[src/pkg/rtp_pkg.sv]
// Shared constants and types for the real-time trace port.
`default_nettype none
package rtp_pkg;

  // Trace slot timing: one status and data nibble per sample clock period
  localparam int CORE_CLK_PERIOD_NS   = 5;
  localparam int SAMPLE_CLK_PERIOD_NS = 125;
  localparam int SLOT_CYCLES          = SAMPLE_CLK_PERIOD_NS / CORE_CLK_PERIOD_NS;
  localparam logic [4:0] SLOT_LAST    = 5'(SLOT_CYCLES - 1);
  localparam logic [4:0] SLOT_RISE    = 5'(SLOT_CYCLES / 2);

  // Status nibble encodings
  localparam logic [3:0] ST_CONTINUE   = 4'h0;
  localparam logic [3:0] ST_BEGIN      = 4'h1;
  localparam logic [3:0] ST_USER_ENTRY = 4'h3;
  localparam logic [3:0] ST_PULSE      = 4'h4;
  localparam logic [3:0] ST_BRANCH     = 4'h5;
  localparam logic [3:0] ST_EXC_RETURN = 4'h7;
  localparam logic [3:0] ST_MARK_BASE  = 4'h8;
  localparam logic [3:0] ST_EXCEPTION  = 4'hC;
  localparam logic [3:0] ST_EMU_EXC    = 4'hD;
  localparam logic [3:0] ST_STOPPED    = 4'hE;
  localparam logic [3:0] ST_HALTED     = 4'hF;

  // Capture buffer shape
  localparam int FIFO_DEPTH = 2;
  localparam int DATA_BITS  = 32;
  localparam int ENTRY_BITS = DATA_BITS + 2;

  // Operand sizes of the debug-write instruction
  localparam logic [1:0] OP_BYTE = 2'h0;
  localparam logic [1:0] OP_WORD = 2'h1;
  localparam logic [1:0] OP_LONG = 2'h2;

  // Instruction classes offered by the core, one per trace slot
  typedef enum logic [2:0] {
    EV_PLAIN          = 3'h0,
    EV_PULSE          = 3'h1,
    EV_DEBUG_WRITE    = 3'h2,
    EV_BRANCH         = 3'h3,
    EV_VARIANT_BRANCH = 3'h4,
    EV_EXC_RETURN     = 3'h5,
    EV_USER_ENTRY     = 3'h6
  } rtp_kind_type;

  typedef struct packed {
    rtp_kind_type         kind;
    logic [1:0]           opSize;
    logic [DATA_BITS-1:0] operand;
  } rtp_event_type;

  // Byte count minus one and captured value
  typedef struct packed {
    logic [1:0]           byteCntM1;
    logic [DATA_BITS-1:0] data;
  } rtp_entry_type;

  // Multicycle processor modes
  typedef struct packed {
    logic halted;
    logic stopped;
    logic emuExc;
    logic exc;
  } rtp_mode_type;

  typedef enum logic [0:0] {
    DS_IDLE  = 1'b0,
    DS_SHIFT = 1'b1
  } rtp_data_state_type;

  // Marker code announcing a transfer of byteCntM1 + 1 bytes
  function automatic logic [3:0] markerOf(input logic [1:0] byteCntM1);
    markerOf = ST_MARK_BASE | {2'h0, byteCntM1};
  endfunction

  // Nibbles shown for a transfer of byteCntM1 + 1 bytes
  function automatic logic [3:0] nibblesOf(input logic [1:0] byteCntM1);
    nibblesOf = {1'b0, byteCntM1, 1'b0} + 4'h2;
  endfunction

endpackage
`default_nettype wire

[src/rtp_trace_port.sv]
// Trace port top and its capture buffer.
//
// Notes on behaviour
// - Two 4-bit outputs: processor status nibble and debug data nibble.
// - Status follows the pipeline, changes with the sample clock, ignores bus transfers.
// - Captured values wait in a two-entry, 32-bit buffer before the data nibble.
// - Captured values leave one nibble per slot, least significant nibble first.
// - Core stalls only when buffer full and capture needed; status shows 0 meanwhile.
// - Status proceeds with later instructions while data nibble still emits a value.
// - Slots after the first of a multicycle instruction show code 0.
// - Most instructions show code 1 on their first slot.
// - Code 3 marks user-mode entry, after the causing instruction.
// - Trigger-pulse and debug-write instructions show code 4.
// - Debug write sends its operand always: code 4, size marker, then data.
// - A taken branch shows code 5.
// - Targets captured only for variant-addressing branches and exception returns, when capture enabled.
// - Target length 2, 3 or 4 bytes, marked by 9, A or B.
// - Marker 8 to B one slot before its 1 to 4 data bytes.
// - Exception return shows code 7.
// - Normal exception processing holds code C until done.
// - Emulation-mode exception processing holds code D until done.
// - Stopped state holds code E until an interrupt.
// - Halted state holds code F until restart or reset.
// - Codes 2 and 6 are never driven.
// - Trace disable forces sample clock, status and data outputs off.
// - Idle data nibble shows breakpoint status.
`timescale 1ns/1ps
`default_nettype none

module rtp_fifo #(
  parameter int WIDTH = 34,
  parameter int DEPTH = 2
) (
  input  wire logic             core_clk,
  input  wire logic             rst,
  input  wire logic             inValid,
  output logic                  inReady,
  input  wire logic [WIDTH-1:0] inData,
  output logic                  outValid,
  input  wire logic             outReady,
  output logic      [WIDTH-1:0] outData
);
  localparam int AW = (DEPTH > 1) ? $clog2(DEPTH) : 1;
  localparam logic [AW-1:0] LAST_IDX = AW'(DEPTH - 1);
  localparam logic [AW:0]   FULL_CNT = (AW + 1)'(DEPTH);

  logic [WIDTH-1:0] mem_q [DEPTH];
  logic [AW-1:0]    wrPtr_q;
  logic [AW-1:0]    rdPtr_q;
  logic [AW:0]      count_q;
  logic             doPush;
  logic             doPop;

  assign inReady  = count_q != FULL_CNT;
  assign outValid = count_q != '0;
  assign outData  = mem_q[rdPtr_q];
  assign doPush   = inValid && inReady;
  assign doPop    = outValid && outReady;

  always_ff @(posedge core_clk)
  begin
    if (doPush)
    begin
      mem_q[wrPtr_q] <= inData;
    end
  end

  always_ff @(posedge core_clk or posedge rst)
  begin
    if (rst)
    begin
      wrPtr_q <= '0;
      rdPtr_q <= '0;
      count_q <= '0;
    end
    else
    begin
      if (doPush)
      begin
        wrPtr_q <= (wrPtr_q == LAST_IDX) ? '0 : wrPtr_q + 1'b1;
      end
      if (doPop)
      begin
        rdPtr_q <= (rdPtr_q == LAST_IDX) ? '0 : rdPtr_q + 1'b1;
      end
      if (doPush && !doPop)
      begin
        count_q <= count_q + 1'b1;
      end
      else if (doPop && !doPush)
      begin
        count_q <= count_q - 1'b1;
      end
    end
  end
endmodule

module rtp_trace_port (
  input  wire logic                   core_clk,
  input  wire logic                   rst,
  input  wire logic                   traceOutputDisable,
  input  wire logic                   captureEnable,
  input  wire logic [1:0]             addrBytesSel,
  input  wire logic [3:0]             bkptStatus,
  input  wire rtp_pkg::rtp_mode_type  coreMode,
  input  wire logic                   evtValid,
  input  wire rtp_pkg::rtp_event_type evt,
  output logic                        evtTaken,
  output logic                        coreStall,
  output logic                        statusSampleClock,
  output logic [3:0]                  processorStatusNibble,
  output logic [3:0]                  debugDataNibble,
  output logic                        traceOutEnable
);
  logic [4:0]                  slotCnt_q;
  logic                        tick;
  logic                        modeBusy;
  logic                        markNow;
  logic                        userNow;
  logic                        capNeed;
  logic                        evtOk;
  logic                        stallNow;
  logic                        userPend_q;
  logic [3:0]                  statusNext;
  logic                        fifoInReady;
  logic                        fifoOutValid;
  rtp_pkg::rtp_entry_type      fifoIn;
  rtp_pkg::rtp_entry_type      fifoHead;
  rtp_pkg::rtp_data_state_type dataState_q;
  logic [rtp_pkg::DATA_BITS-1:0] shiftReg_q;
  logic [3:0]                  shiftLeft_q;

  // Slot divider; nibbles change at slot start, sampled at mid-slot rise
  assign tick = slotCnt_q == rtp_pkg::SLOT_LAST;

  always_ff @(posedge core_clk or posedge rst)
  begin
    if (rst)
    begin
      slotCnt_q <= '0;
    end
    else
    begin
      slotCnt_q <= tick ? '0 : slotCnt_q + 1'b1;
    end
  end

  always_ff @(posedge core_clk or posedge rst)
  begin
    if (rst)
    begin
      statusSampleClock <= 1'b0;
      traceOutEnable    <= 1'b0;
    end
    else
    begin
      statusSampleClock <= !traceOutputDisable && (slotCnt_q >= rtp_pkg::SLOT_RISE);
      traceOutEnable    <= !traceOutputDisable;
    end
  end

  function automatic logic [3:0] evCode(input rtp_pkg::rtp_kind_type kind);
    case (kind)
      rtp_pkg::EV_PULSE,
      rtp_pkg::EV_DEBUG_WRITE:    evCode = rtp_pkg::ST_PULSE;
      rtp_pkg::EV_BRANCH,
      rtp_pkg::EV_VARIANT_BRANCH: evCode = rtp_pkg::ST_BRANCH;
      rtp_pkg::EV_EXC_RETURN:     evCode = rtp_pkg::ST_EXC_RETURN;
      default:                    evCode = rtp_pkg::ST_BEGIN;
    endcase
  endfunction

  // Capture decision and size
  always_comb
  begin
    capNeed          = 1'b0;
    fifoIn.data      = evt.operand;
    fifoIn.byteCntM1 = (addrBytesSel == 2'h0) ? 2'h1 : addrBytesSel;
    case (evt.kind)
      rtp_pkg::EV_VARIANT_BRANCH,
      rtp_pkg::EV_EXC_RETURN:
      begin
        capNeed = captureEnable;
      end
      rtp_pkg::EV_DEBUG_WRITE:
      begin
        capNeed = 1'b1;
        case (evt.opSize)
          rtp_pkg::OP_BYTE: fifoIn.byteCntM1 = 2'h0;
          rtp_pkg::OP_WORD: fifoIn.byteCntM1 = 2'h1;
          default:          fifoIn.byteCntM1 = 2'h3;
        endcase
      end
      default:
      begin
        capNeed = 1'b0;
      end
    endcase
  end

  // Marker may take the slot when the shifter frees up next slot
  assign modeBusy = |coreMode;
  assign markNow  = !modeBusy && fifoOutValid && (shiftLeft_q <= 4'h1);
  assign userNow  = !modeBusy && !markNow && userPend_q;
  assign evtOk    = evtValid && !modeBusy && !markNow && !userNow
                    && (!capNeed || fifoInReady);
  assign stallNow = evtValid && !modeBusy && !markNow && !userNow
                    && capNeed && !fifoInReady;

  always_comb
  begin
    if (coreMode.halted)
    begin
      statusNext = rtp_pkg::ST_HALTED;
    end
    else if (coreMode.stopped)
    begin
      statusNext = rtp_pkg::ST_STOPPED;
    end
    else if (coreMode.emuExc)
    begin
      statusNext = rtp_pkg::ST_EMU_EXC;
    end
    else if (coreMode.exc)
    begin
      statusNext = rtp_pkg::ST_EXCEPTION;
    end
    else if (markNow)
    begin
      statusNext = rtp_pkg::markerOf(fifoHead.byteCntM1);
    end
    else if (userNow)
    begin
      statusNext = rtp_pkg::ST_USER_ENTRY;
    end
    else if (evtOk)
    begin
      statusNext = evCode(evt.kind);
    end
    else
    begin
      statusNext = rtp_pkg::ST_CONTINUE;
    end
  end

  // User-mode entry shown in the first slot after the causing instruction not taken by a mode or marker code
  always_ff @(posedge core_clk or posedge rst)
  begin
    if (rst)
    begin
      userPend_q <= 1'b0;
    end
    else if (tick)
    begin
      if (evtOk && evt.kind == rtp_pkg::EV_USER_ENTRY)
      begin
        userPend_q <= 1'b1;
      end
      else if (userNow)
      begin
        userPend_q <= 1'b0;
      end
    end
  end

  always_ff @(posedge core_clk or posedge rst)
  begin
    if (rst)
    begin
      evtTaken  <= 1'b0;
      coreStall <= 1'b0;
    end
    else
    begin
      evtTaken <= tick && evtOk;
      if (tick)
      begin
        coreStall <= stallNow;
      end
    end
  end

  rtp_fifo #(
    .WIDTH (rtp_pkg::ENTRY_BITS),
    .DEPTH (rtp_pkg::FIFO_DEPTH)
  ) u_fifo (
    .core_clk (core_clk),
    .rst      (rst),
    .inValid  (tick && evtOk && capNeed),
    .inReady  (fifoInReady),
    .inData   (fifoIn),
    .outValid (fifoOutValid),
    .outReady (tick && markNow),
    .outData  (fifoHead)
  );

  // Head leaves the buffer when its marker goes out; shifter holds it after
  always_ff @(posedge core_clk or posedge rst)
  begin
    if (rst)
    begin
      dataState_q <= rtp_pkg::DS_IDLE;
      shiftReg_q  <= '0;
      shiftLeft_q <= '0;
    end
    else if (tick)
    begin
      if (markNow)
      begin
        dataState_q <= rtp_pkg::DS_SHIFT;
        shiftReg_q  <= fifoHead.data;
        shiftLeft_q <= rtp_pkg::nibblesOf(fifoHead.byteCntM1);
      end
      else if (shiftLeft_q != 4'h0)
      begin
        shiftReg_q  <= {4'h0, shiftReg_q[rtp_pkg::DATA_BITS-1:4]};
        shiftLeft_q <= shiftLeft_q - 4'h1;
        if (shiftLeft_q == 4'h1)
        begin
          dataState_q <= rtp_pkg::DS_IDLE;
        end
      end
    end
  end

  // Output nibbles; disable wins every cycle, not only at slot edges
  always_ff @(posedge core_clk or posedge rst)
  begin
    if (rst)
    begin
      processorStatusNibble <= rtp_pkg::ST_CONTINUE;
      debugDataNibble       <= '0;
    end
    else if (traceOutputDisable)
    begin
      processorStatusNibble <= '0;
      debugDataNibble       <= '0;
    end
    else if (tick)
    begin
      processorStatusNibble <= statusNext;
      debugDataNibble       <= (shiftLeft_q != 4'h0) ? shiftReg_q[3:0] : bkptStatus;
    end
  end
endmodule
`default_nettype wire

[config.mk]
export PLATFORM = sky130hd
export DESIGN_NAME = rtp_trace_port
export DESIGN_NICKNAME = d
export VERILOG_FILES = /design/src/pkg/rtp_pkg.sv /design/src/rtp_trace_port.sv
export SDC_FILE = /design/constraint.sdc
export NUM_CORES = 1
export LEC_CHECK = 0
export ABC_AREA = 1
export BUFFER_PORTS_ARGS = -buffer_cell sky130_fd_sc_hd__buf_2
export CAP_MARGIN = 20
export CORE_AREA = 2 2 99 111
export DETAILED_ROUTE_END_ITERATION = 16
export DIE_AREA = 0 0 101 113
export PLACE_DENSITY_LB_ADDON = 0.05
export SETUP_SLACK_MARGIN = 0.15
export SLEW_MARGIN = 10
export SYNTH_ARGS = -nofsm -noshare
export SYNTH_HDL_FRONTEND = slang
export SYNTH_HIERARCHICAL = 1
export SYNTH_SLANG_ARGS = --single-unit
export TNS_END_PERCENT = 50
[constraint.sdc]
create_clock -name core_clk -period 6 [get_ports core_clk]
set_clock_uncertainty 0.2 [all_clocks]
set_input_delay 1.2 -clock core_clk [delete_from_list [all_inputs] [get_ports core_clk]]
set_output_delay 1.2 -clock core_clk [all_outputs]
set_load 0.02 [all_outputs]
Word level (Yosys, flattened, before mapping)
Memory sizes are Yosys's and may differ from the RTL's. Cells that the tools add are included.

Bits of input ports: 52. ROM bits: 0. Flip-flop bits (word level): 58. Memories kept: 1. Latch bits: 0. Memory bits (writable): 68.

Memories: u_fifo.mem_q (depth 2, bits a word 34, read ports 1, clocked after Yosys merged registers in 0, wr ports 1, RTL line rtp_trace_port.sv:47) `logic [WIDTH-1:0] mem_q [DEPTH];`.

Div/mod/pow operators: 0. Equality and inequality tests: 9. Bitwise logic cells: 0. Add/sub/neg operators: 7. Shift operators: 0. Magnitude comparators: 2. Muxes and demuxes: 30. $mul: 0. Reductions and logical operators: 42.

Operators with widths (count): $mux W32 (2); $mux W4 (14); $logic_and A1 B1 Y1 (19); $reduce_bool A2 Y1 (5); $eq A3 B3 Y1 const B (3); $pmux W3 S3 (1); $logic_not A1 Y1 (8); $mux W2 (4); $eq A3 B2 Y1 const B (2); $mux W1 (6); $reduce_or A2 Y1 (3); $add A5 B1 Y5 const B (1); $eq A5 B5 Y1 const B (1); $ge A5 B4 Y1 const B (1); $mux W5 (1); $add A3 B2 Y4 const B (1); $le A4 B1 Y1 const B (1); $logic_not A2 Y1 (2); $pmux W2 S2 (1); $reduce_and A2 Y1 (2); $reduce_bool A4 Y1 (1); $reduce_or A4 Y1 (1); $sub A4 B1 Y4 const B (1); $eq A3 B1 Y1 const B (1); 7 further kinds (8).

Depth between registers and ports, before layout
Gate-level depths: netlist of the first run.

Depth after elaboration: 19. Depth in mapped cells: 19. Gate-level depth less buffers: 19.

By module
Netlist of the first run, hierarchy kept.

Modules (own cells, without submodules): rtp_fifo (cells an instance 135, area an instance 2816.5 µm², seq. area each 2142.1 µm², times used 1); rtp_trace_port (cells an instance 310, area an instance 2736.4 µm², seq. area each 1351.3 µm², times used 1).

Least setup slack after synthesis of the first run
OpenSTA, ideal clock, no wires.

Path type: input port to flip-flop. Start point: input coreMode[1] (netlist bit). End point: memory u_fifo.mem_q[0][0], enable pin. Arrival: 3547 ps. Path slack: 1828 ps. Cell stages on the path: 11. Setup time: 425 ps. Path through: inv_1 nand2_1 nor2_4 nand2_1 nor2_1 nand2_1 nor2_1 inv_1 nor2_1 nand2_1 nor2_1.

Longest elaborated chain between the ends: 15. Elaborated cells between the ends (all ways): 17. Classes of those cells: mux (2); reduce/logical (15).

RTL lines: start, declared (RTL line rtp_trace_port.sv:105) `input wire rtp_pkg::rtp_mode_type coreMode,`; $reduce_or A4 Y1 * (RTL line rtp_trace_port.sv:202) `assign modeBusy = |coreMode;`; $logic_not A1 Y1 * (RTL line rtp_trace_port.sv:203, rtp_trace_port.sv:204, rtp_trace_port.sv:205); $logic_and A1 B1 Y1 (2 in series) (RTL line rtp_trace_port.sv:203) `assign markNow = !modeBusy && fifoOutValid && (shiftLeft_q <= 4'h1);`; $logic_not A1 Y1 (RTL line rtp_trace_port.sv:204, rtp_trace_port.sv:205); $logic_and A1 B1 Y1 (2 in series) (RTL line rtp_trace_port.sv:204) `assign userNow = !modeBusy && !markNow && userPend_q;`; $logic_not A1 Y1 (RTL line rtp_trace_port.sv:205) `assign evtOk = evtValid && !modeBusy && !markNow && !userNow`; $logic_and A1 B1 Y1 * (RTL line rtp_trace_port.sv:205); $logic_and A1 B1 Y1 * (RTL line rtp_trace_port.sv:206) `&& (!capNeed || fifoInReady);`; $logic_and A1 B1 Y1 * (2 in series) (RTL line rtp_trace_port.sv:289) `.inValid (tick && evtOk && capNeed),`; $logic_and A1 B1 Y1 * (RTL line rtp_trace_port.sv:57) `assign doPush = inValid && inReady;`; $mux W1 * (RTL line rtp_trace_port.sv:62) `if (doPush)`; $mux W1 (implied by the code) * (RTL line rtp_trace_port.sv:64) `mem_q[wrPtr_q] <= inData;`; end, declared (RTL line rtp_trace_port.sv:47).

Every way passes the cells marked *; elsewhere a longest branch is shown, timed or not.

Worst setup path after layout of the first run
Start point: input coreMode[1] (netlist bit). End point: memory u_fifo.mem_q[0][12], enable pin.

Same word-level chain as after synthesis.

==> results of run 1 <==
metrics by stage:
stage	power [uW]	setup slack (ps)
floorplan	958	1830
global placement	983	2190
detailed placement	985	2130
CTS	1930	2560
global route	1990	2320
finish	1910	2600
report_power, final:
part           internal, uW  leakage, uW  total (uW)  switching (uW)
logic                  18.8      0.00106        47.6            28.7
registers               918      0.00137         920            1.62
clock network           601     0.000265         947             346
total                  1540      0.00270        1910             376
metal layers:
metal / wire [um] / track usage, %
met2: 4460 / 29.2
met1: 4050 / 20.8
met5: 0 / 0
met4: 171 / 6.94
met3: 337 / 5.56
how the worst min path moves through the flow:
stage          slack, ps  cells after the start                     start                  endpoint
4_1_cts              280                      2             shiftReg_q[1]             shiftReg_q[1]
6_report             270                      2             shiftReg_q[3]             shiftReg_q[3]
2_1_floorplan        250                      2             shiftReg_q[0]             shiftReg_q[0]
3_5_place_dp         270                      2             shiftReg_q[1]             shiftReg_q[1]
5_1_grt              310                      2  processorStatusNibble[1]  processorStatusNibble[1]
3_3_place_gp         260                      2  processorStatusNibble[0]  processorStatusNibble[0]
layout make-up:
cell class                 instances  share of cell area (%)
sequential                       126                    53.9
timing repair buffer              66                    5.40
clock inverter                    14                    1.95
tap                              123                    2.37
multi-input combinational        262                    27.2
clock buffer                      18                    6.62
inverter                          43                    2.53
state kept, by name, indices dropped and copies added, names as in the netlist:
signal                 flops
coreStall                  1
shiftLeft_q                4
traceOutEnable             1
u_fifo/mem_q              68
userPend_q                 1
debugDataNibble            4
u_fifo/wrPtr_q             1
u_fifo/count_q             2
evtTaken                   1
processorStatusNibble      4
statusSampleClock          1
u_fifo/rdPtr_q             1
shiftReg_q                32
slotCnt_q                  5
kinds of logic (layout without fill, tap and decap cells):
family / Yosys count / after routing / share of synthesized area, %
buffers and inverters: 57 / 141 / 5.68
xor gates and xnor gates: 4 / 4 / 0.631
DFF: 126 / 126 / 62.9
and+or+nand+nor: 125 / 125 / 9.76
AOI/OAI and AO/OA: 69 / 69 / 6.56
muxes: 58 / 58 / 13.1
adders and majority gates: 6 / 6 / 1.35
cells in the mapped netlist (all sizes together):
cell type / number / area, um^2
or2: 1 / 6.26
nor3: 2 / 10.0
dfrtp: 58 / 1450
mux2: 34 / 488
a31o: 1 / 8.76
nor2: 28 / 144
mux2i: 24 / 240
a41oi: 1 / 8.76
inv: 43 / 164
xor2: 3 / 26.3
o22ai: 1 / 6.26
nand3b: 2 / 15.0
xnor2: 1 / 8.76
clkbuf: 2 / 7.51
nand3: 4 / 20.0
buf: 12 / 144
a21oi: 5 / 25.0
nand4: 3 / 25.0
edfxtp: 68 / 2040
ha: 6 / 75.1
o21ai: 57 / 285
o31ai: 4 / 30.0
nand2: 85 / 322
worst min-delay path, stage by stage (launching register included):
cell,delay [ps]
dfrtp_1,340
nand2_1,50
o21ai_0,50
==> results.md, run 1 <==
- Most used cell, CP: nand2_1
- CP startpoint: coreMode[1]
- Seq cells post-synth: 126
- R2R cell count: 13
- Power density over the cells: 295 mW/mm^2
- Max Cap Viol: 0
- Worst skew pair latency: 400 ps
- Crit path largest cell delay: 830 ps
- Register area share after synthesis: 62.9%
- Vias in the first global route: 3322
- Critical Path Sink: u_fifo/mem_q[0][12]
- Status: completed
- Startpoint types: input port
- CP Max Fanout: 34
- Placed cell count: 619
- Worst-margin pin slew: 1090 ps
- R2R Setup Slk: 2800 ps
- Share of cells above drive strength 1: 27.8%
- IO Pins: 64
- Fmax achieved: 294 MHz
- Synth Area per Inst: 12.5 um^2
- Syn. warnings: 6
- CP Data Required Time: 5820 ps
- Die extent in y: 113 um
- Top cell family by delay on the critical path: simple AND/OR/NAND/NOR gates
- Vias: 3274
- Min cycle time layout: 3400 ps
- Residual DRC: 0
- TritonRoute pass-1 iters: 4
- Area occupied by multi-input gates: 0.00176 mm^2
- Most common cell after layout, fill and taps aside: nand2_1
- Clock root buffer: clkbuf_16
- TritonCTS clock tree: done
- All-Layer GR Usage: 17.4%
- R2R Path Start: shiftLeft_q[0]
- Reg-to-reg endpoint: u_fifo/mem_q[0][12]
- Port Buffers: 63
- Critical Path AT: 3220 ps
- PostCTS Resize Cnt: 0
- Hold Vio Cnt, Final: 0
- Post-Route Setup TNS: 0 ps
- Hold Crit Class: flop to flop
- CP Class: input port to flop
- Max Root-Sink Buffers: 2
- Post-CTS Setup Repair Bufs: 0
- First-pass GRT wire length: 15.1 mm
- Worst IR Drop VDD: 0.286 mV
- CTS Hold Buffers Added: 0
- Clk pin slew, worst setup/hold paths: 50 ps
- Vias/cell: 5.02
- WL/cell: 13.8 um
- TritonCTS Buffers: 17
- Period utilisation layout: 56.7%
- GPL Wtd Cong: 0.764
- Antenna Nets Post-Route: 0
- RSZ-0062 raised after global routing: false
- Worst hold margin: 275 ps
- Dpl hpwl: 5.92 mm
- Synth-to-layout area growth: 16.7%
- Starting Density: 54.2%
- Critical Path, Cell by Cell: buf_2 > inv_1 > nand2_1 > nor2_4 > nand2_1 > nor2_1 > nand2_1 > nor2_1 > inv_1 > nor2_1 > nand2_1 > nor2_4
- # nets final: 574
- H-tree Lvls: 4
- Finished Layout Cells: 652
- Post-Place Cell Area: 0.00591 mm^2
- Cells after Synth: 445
- Die area: 0.0114 mm^2
- Num Clock Sinks: 126
- Initial antenna violation count: 0
- Slowest CP cell: nor2_4
- Leakage: 0.00270 uW
- Fillcell total: 833
- Largest net degree at the start of global routing: 59
- Most frequent cells in the layout: nand2_1, edfxtp_1, buf_2
- Post-Syn Nets: 503
- Synth Cell Area: 0.00555 mm^2
- Post-Route WL: 9.02 mm
- Initial drt markers: 177
- Slew HR: 27.4%
- Die W: 101 um
- Total grt overflow: 0
- FP Rows: 39
- Post-synthesis cell type count: 35
- Bufs and invs on worst path: 3
- Final setup vio count: 0
- Worst Setup End Kind: flop
- Crit path depth: 12
- Util after Layout: 63.3%
- Core ar.: 0.0102 mm^2
- Finished Cell Area: 0.00648 mm^2
- Storage element area: 0.00349 mm^2
- Slew Limit Fails: 0
- Number of diodes: 0
(Power assumes the default switching activity.)
==> inputs of run 2 (changes only) <==
Clock period 6 ns to 3.6 ns, I/O delays scaled along.
==> run 2 against run 1 <==
  * Design area up 0.48%
  * Combinational power up 73%
  * Count of clock-buffer cells in the layout up 2
  * Critical path depth up 6
  * Sequential share of layout area down 0.26 points
  * Total power up 64%
==> results.md, run 2 (synthesized netlist as in run 1, its figures left out) <==
- Status: completed (unchanged)
- Slew Limit Fails: 0 (unchanged)
- CP Max Fanout: 5 (was 34)
- WL/cell: 14.9 um (was 13.8 um)
- Critical Path AT: 2890 ps (was 3220 ps)
- Post-route total power: 3150 uW (was 1910 uW)
- H-tree Lvls: 4 (unchanged)
- IO Pins: 64 (unchanged)
- Port Buffers: 63 (unchanged)
- Post-Route WL: 9.75 mm (was 9.02 mm)
- TritonCTS clock tree: done (unchanged)
- Vias: 3359 (was 3274)
- Clk pin slew, worst setup/hold paths: 60 ps (was 50 ps)
- Placed cell count: 624 (was 619)
- Synth-to-layout area growth: 17.3% (was 16.7%)
- PostCTS Resize Cnt: 0 (unchanged)
- TritonCTS Buffers: 17 (unchanged)
- Total grt overflow: 0 (unchanged)
- Worst IR Drop VDD: 0.375 mV (was 0.286 mV)
- GPL Wtd Cong: 0.788 (was 0.764)
- FP Rows: 39 (unchanged)
- Post-CTS Setup Repair Bufs: 0 (unchanged)
- Largest reg by FF count: u_fifo/mem_q (unchanged)
- Residual DRC: 0 (unchanged)
- Hold Vio Cnt, Final: 0 (unchanged)
- Num Clock Sinks: 126 (unchanged)
- RSZ-0062 raised after global routing: false (unchanged)
- Leakage: 0.00272 uW (was 0.00270 uW)
- Max Root-Sink Buffers: 2 (unchanged)
- Die W: 101 um (unchanged)
- All-Layer GR Usage: 18.9% (was 17.4%)
- Slew HR: 60.9% (was 27.4%)
- CTS Hold Buffers Added: 0 (unchanged)
- Die extent in y: 113 um (unchanged)
- Max Cap Viol: 0 (unchanged)
- Vias in the first global route: 3544 (was 3322)
- CP Data Required Time: 3690 ps (was 5820 ps)
- Max FFs per register: 68 (unchanged)
- Number of diodes: 0 (unchanged)
- Core ar.: 0.0102 mm^2 (unchanged)
- Clock root buffer: clkbuf_16 (unchanged)
- Vias/cell: 5.12 (was 5.02)
- Dpl hpwl: 6.47 mm (was 5.92 mm)
- Hold Crit Class: input port to asynchronous set/reset pin (was flop to flop)
- Power density over the cells: 483 mW/mm^2 (was 295 mW/mm^2)
- Period utilisation layout: 77.9%
- Worst Setup End Kind: flop (unchanged)
- CP Class: flop to flop (was input port to flop)
- Min cycle time layout: 2800 ps
- Post-Route Setup TNS: 0 ps (unchanged)
- Most common cell after layout, fill and taps aside: nand2_1 (unchanged)
- Finished Layout Cells: 656 (was 652)
- Antenna Nets Post-Route: 0 (unchanged)
- Final setup vio count: 0 (unchanged)
- Initial antenna violation count: 0 (unchanged)
- TritonRoute pass-1 iters: 6 (was 4)
- Most frequent cells in the layout: nand2_1, edfxtp_1, buf_2 (unchanged)
- Worst skew pair latency: 400 ps (about the same)
- Worst-margin pin slew: 586 ps (was 1090 ps)
- Share of cells above drive strength 1: 28.7% (was 27.8%)
- Startpoint types: flop (was input port)
- Die area: 0.0114 mm^2 (unchanged)
- Starting Density: 54.2% (unchanged)
- Initial drt markers: 183 (was 177)
- Largest net degree at the start of global routing: 59 (unchanged)
- # nets final: 578 (was 574)
- First-pass GRT wire length: 16.5 mm (was 15.1 mm)
- Largest regs: u_fifo/mem_q: 68 flops, shiftReg_q: 32 flops, slotCnt_q: 5 flops (unchanged)
- Fmax achieved: 357 MHz
-- run 2: changes by cell type in the layout (fill, tap and decap cells not counted) --
cell,previous run,this run
buf_4,2,5
bufinv_16,2,1
buf_12,1,2
clkbuf_1,1,2
clkinv_2,4,5
clkinvlp_4,3,4
clkbuf_8,0,1
clkinv_1,4,1
-- run 2: final timing paths --
| kind | start | end | slack, ps | cells after the start |
|---|---|---|---|---|
| max | shiftLeft_q[0] | u_fifo/count_q[1] | 800 | 18 |
| min in group core_clk | processorStatusNibble[3] | processorStatusNibble[3] | 280 | 2 |
| max in group asynchronous | rst | shiftReg_q[1] | 2440 | 3 |
| min reg2reg | processorStatusNibble[3] | processorStatusNibble[3] | 280 | 2 |
| max reg2reg | shiftLeft_q[0] | u_fifo/count_q[1] | 800 | 18 |
| min | rst | u_fifo/count_q[1] | 30 | 2 |
-- run 2: power breakdown --
group	switching, uW	total [uW]	internal, uW
Combinational	50.0	82.4	32.5
Sequential	2.80	1530	1530
Clock	572	1530	957
-- run 2: layout make-up --
class,instances,area [um^2]
Inverter,43,164
Tap cell,123,154
Fill cell,821,3730
Clock inverter,12,97.6
Clock buffer,20,447
Multi-Input combinational cell,262,1760
Timing Repair Buffer,70,393
Sequential cell,126,3490
-- run 2: worst max-delay path, cell delays in order, from the launching register on --
cell and delay [ps]:
dfrtp_1 400, inv_1 80, ha_1 200, inv_2 90, nand2_1 60, nand3_1 130, nand2_1 100, nor2_1 160
nand2_1 90, nor2_1 140, inv_1 70, nor2_1 110, nand2_1 200, inv_1 120, ha_1 250, inv_1 90
nand3_1 80, nand2_1 60, nand2_1 40
-- run 2: per-layer routing --
metal | up-vias | track usage, % | part of all wire (%)
li1 | 1682 | - | -
met1 | 1608 | 22.0 | 43
met2 | 65 | 33.6 | 53
met3 | 4 | 5.00 | 3.0
met4 | 0 | 6.76 | 0.61
met5 | - | 0 | 0
-- run 2: metrics by stage --
stage	area, um^2	setup slack (ps)	utilization (%)	hold WS (ps)
finish	6510	796	63.6	30.5
global route	6510	510	63.6	29.0
CTS	6510	792	63.6	12.9
detailed placement	5970	680	58.3	269
global placement	5970	785	58.3	261
floorplan	5550	-92.0	-	248
==> inputs of run 3 (changes only) <==
Settings changed: ABC_AREA 1 to 0, CORE_AREA 2 2 99 111 to 2 2 99 110, DIE_AREA 0 0 101 113 to 0 0 101 112.
Clock period 3.6 ns to 2.6 ns, I/O delays scaled along.
==> run 3 against run 2 <==
  * Register-to-register slack lost 700 ps
  * Critical endpoint unchanged
  * Flip-flop and latch count is the same
  * Non-clock buffer count grew 31
  * Largest power group is now the clock network
==> results.md, run 3 <==
- Vias/cell: 5.37 (was 5.12)
- Share of the synthesized area in the top cell type: 37.2% (was 36.8%)
- Hold Crit Class: input port to flop (was input port to asynchronous set/reset pin)
- Max Cap Viol: 0 (unchanged)
- IO Pins: 64 (unchanged)
- R2R Setup Slk: 100 ps (was 800 ps)
- Initial drt markers: 109 (was 183)
- Residual DRC: 0 (unchanged)
- H-tree Lvls: 4 (unchanged)
- Worst hold stages: 1
- Antenna Nets Post-Route: 0 (unchanged)
- Startpoint types: flop (unchanged)
- Largest reg by FF count: u_fifo/mem_q (unchanged)
- CP Data Required Time: 2690 ps (was 3690 ps)
- Largest cells by area after synthesis: edfxtp_1, dfrtp_1, mux2_4 (unchanged)
- Power density over the cells: 686 mW/mm^2 (was 483 mW/mm^2)
- CP Class: flop to flop (unchanged)
- Vias: 3349 (was 3359)
- Synth Area per Inst: 14.3 um^2 (was 12.5 um^2)
- Synth Flop Type: edfxtp_1 (unchanged)
- Synth Cell Area: 0.00549 mm^2 (was 0.00555 mm^2)
- Dpl hpwl: 6.53 mm (was 6.47 mm)
- Ys async rst share: 46.0% (unchanged)
- Slew HR: 68.5% (was 60.9%)
- Synth-to-layout area growth: 25.9% (was 17.3%)
- Starting Density: 53.5% (was 54.2%)
- Period utilisation layout: 96.2% (was 77.9%)
- CP Max Fanout: 3 (was 5)
- Worst skew pair latency: 410 ps (was 400 ps)
- Number of diodes: 0 (unchanged)
- Die extent in y: 112 um (was 113 um)
- Slew Limit Fails: 0 (unchanged)
- Leakage: 0.00321 uW (was 0.00272 uW)
- Final setup vio count: 0 (unchanged)
- Syn. warnings: 6 (unchanged)
- First-pass GRT wire length: 16.6 mm (was 16.5 mm)
- FP Rows: 39 (unchanged)
- EDFF count, synth: 68 (unchanged)
- Hold Vio Cnt, Final: 0 (unchanged)
- Max Root-Sink Buffers: 2 (unchanged)
- Post-Route WL: 9.92 mm (was 9.75 mm)
- TritonCTS clock tree: done (unchanged)
- Share of cells above drive strength 1: 36.9% (was 28.7%)
- Commonest cells post-synth: edfxtp_1, dfrtp_1, nor2_1, a21oi_1, mux2i_1 (was nand2_1, edfxtp_1, dfrtp_1, inv_1, o21ai_0)
- Core ar.: 0.0102 mm^2 (unchanged)
- Initial antenna violation count: 0 (unchanged)
- Most frequent cells in the layout: edfxtp_1, buf_2, dfrtp_1 (was nand2_1, edfxtp_1, buf_2)
- Fmax achieved: 400 MHz (was 357 MHz)
- Fillcell total: 751 (was 821)
- Synth area leader: edfxtp_1 (unchanged)
- RSZ-0062 raised after global routing: true (was false)
- Most common cell after layout, fill and taps aside: edfxtp_1 (was nand2_1)
- Critical Path AT: 2590 ps (was 2890 ps)
- TritonCTS Buffers: 17 (unchanged)
- TritonRoute pass-1 iters: 4 (was 6)
- Total grt overflow: 0 (unchanged)
- Seq cells post-synth: 126 (unchanged)
- Finished Layout Cells: 624 (was 656)
- Post-Syn Nets: 441 (was 503)
- Largest regs: u_fifo/mem_q: 68 flops, shiftReg_q: 32 flops, slotCnt_q: 5 flops (unchanged)
- Die area: 0.0113 mm^2 (was 0.0114 mm^2)
- Post-synthesis cell type count: 49 (was 35)
- Min cycle time layout: 2500 ps (was 2800 ps)
- Top-count cell post-synth: edfxtp_1 (was nand2_1)
- Worst-margin pin slew: 472 ps (was 586 ps)
- Register area share after synthesis: 63.7% (was 62.9%)
- R2R cell count: 11 (was 18)
- Placed cell count: 582 (was 624)
- Clock root buffer: clkbuf_16 (unchanged)
- GPL Wtd Cong: 0.812 (was 0.788)
- Util after Layout: 67.4% (was 63.6%)
- # nets final: 546 (was 578)
- Vias in the first global route: 3480 (was 3544)
- Max FFs per register: 68 (unchanged)
- Worst IR Drop VDD: 0.583 mV (was 0.375 mV)
- Die W: 101 um (unchanged)
- Largest net degree at the start of global routing: 50 (was 59)
- Cells after Synth: 383 (was 445)
- Status: completed (unchanged)
- WL/cell: 15.9 um (was 14.9 um)
- Worst Setup End Kind: flop (unchanged)
- All-Layer GR Usage: 19.4% (was 18.9%)
- Port Buffers: 63 (unchanged)
- Num Clock Sinks: 126 (unchanged)
- Clk pin slew, worst setup/hold paths: 60 ps (about the same)
[run 3: cell types whose count changed after synthesis, moves of 10 or more]
cell     delta
a21oi_1    +29
nor2_1     +23
o21ai_1    -24
o21ai_0    -22
mux2i_1    +10
inv_1      -26
nand2_1    -75
[run 3: repair_timing]
action	in CTS	in global routing
setup buffers	4	5
gates resized for setup	5	3
endpoints found under the setup margin	69	70
pin swaps	4	5
hold buffers	1	0
endpoints found under the hold margin	24	0
[run 3: final timing paths]
| kind | from | end |
|---|---|---|
| max | u_fifo/count_q[1] | u_fifo/count_q[1] |
| max in group asynchronous | rst | slotCnt_q[1] |
| min in group asynchronous | rst | u_fifo/rdPtr_q |
| min | evt[30] | u_fifo/mem_q[0][30] |
| min reg2reg | u_fifo/count_q[1] | u_fifo/count_q[1] |
| max reg2reg | u_fifo/count_q[1] | u_fifo/count_q[1] |
[run 3: layout make-up]
class                           instances  area, um^2  area share, %
Tap cell                              123         154           2.23
Clock inverter                         15         211           3.06
Sequential cell                       126        3490           50.6
Inverter                               11        41.3          0.598
Multi-Input combinational cell        231        1900           27.5
Timing Repair Buffer                  101         678           9.82
Clock buffer                           17         425           6.16
[run 3: worst max-delay path, stage by stage, from the launching register on]
cell and delay [ps]:
dfrtp_1 400, or2_1 260, nor3b_4 160, o21a_1 150, nor4b_4 310, a21boi_4 230, nand2_2 100, inv_2 90
ha_4 140, xor2_2 140, nor2_1 70, xor2_1 140
[run 3: power breakdown]
part	leakage, uW	switching, uW	internal [uW]
clock	0.000304	889	1620
combinational	0.00151	61.9	54.9
sequential	0.00140	0.622	2110
[run 3: through the flow]
step                      area, um^2  setup TNS (ps)  hold WS [ps]  worst slack, ps  total power (uW)
final                           6900               0          95.4             99.5              4740
after global routing            6900            -589          74.2            -50.9              4900
after CTS                       6850               0          76.1             85.2              4780
after detailed placement        6150            -526           237             -109              2270
after global placement          6150            -174           237            -80.0              2260
after floorplan                 5510           -7980          86.1             -166              2190
[run 3: cells by family after synthesis]
logic type | count (synthesis) | synth area share [%]
muxes | 69 | 15.4
and+or+nand+nor | 79 | 7.50
AOI/OAI and AO/OA | 69 | 7.66
xor gates and xnor gates | 8 | 1.28
DFF | 126 | 63.7
adders and majority gates | 6 | 1.37
buffers and inverters | 26 | 3.12
[run 3: per-layer routing]
layer	GRT usage (%)	routed length (um)
met2	32.4	5050
met1	23.6	4360
met3	6.28	367
met5	0	0
met4	7.03	139
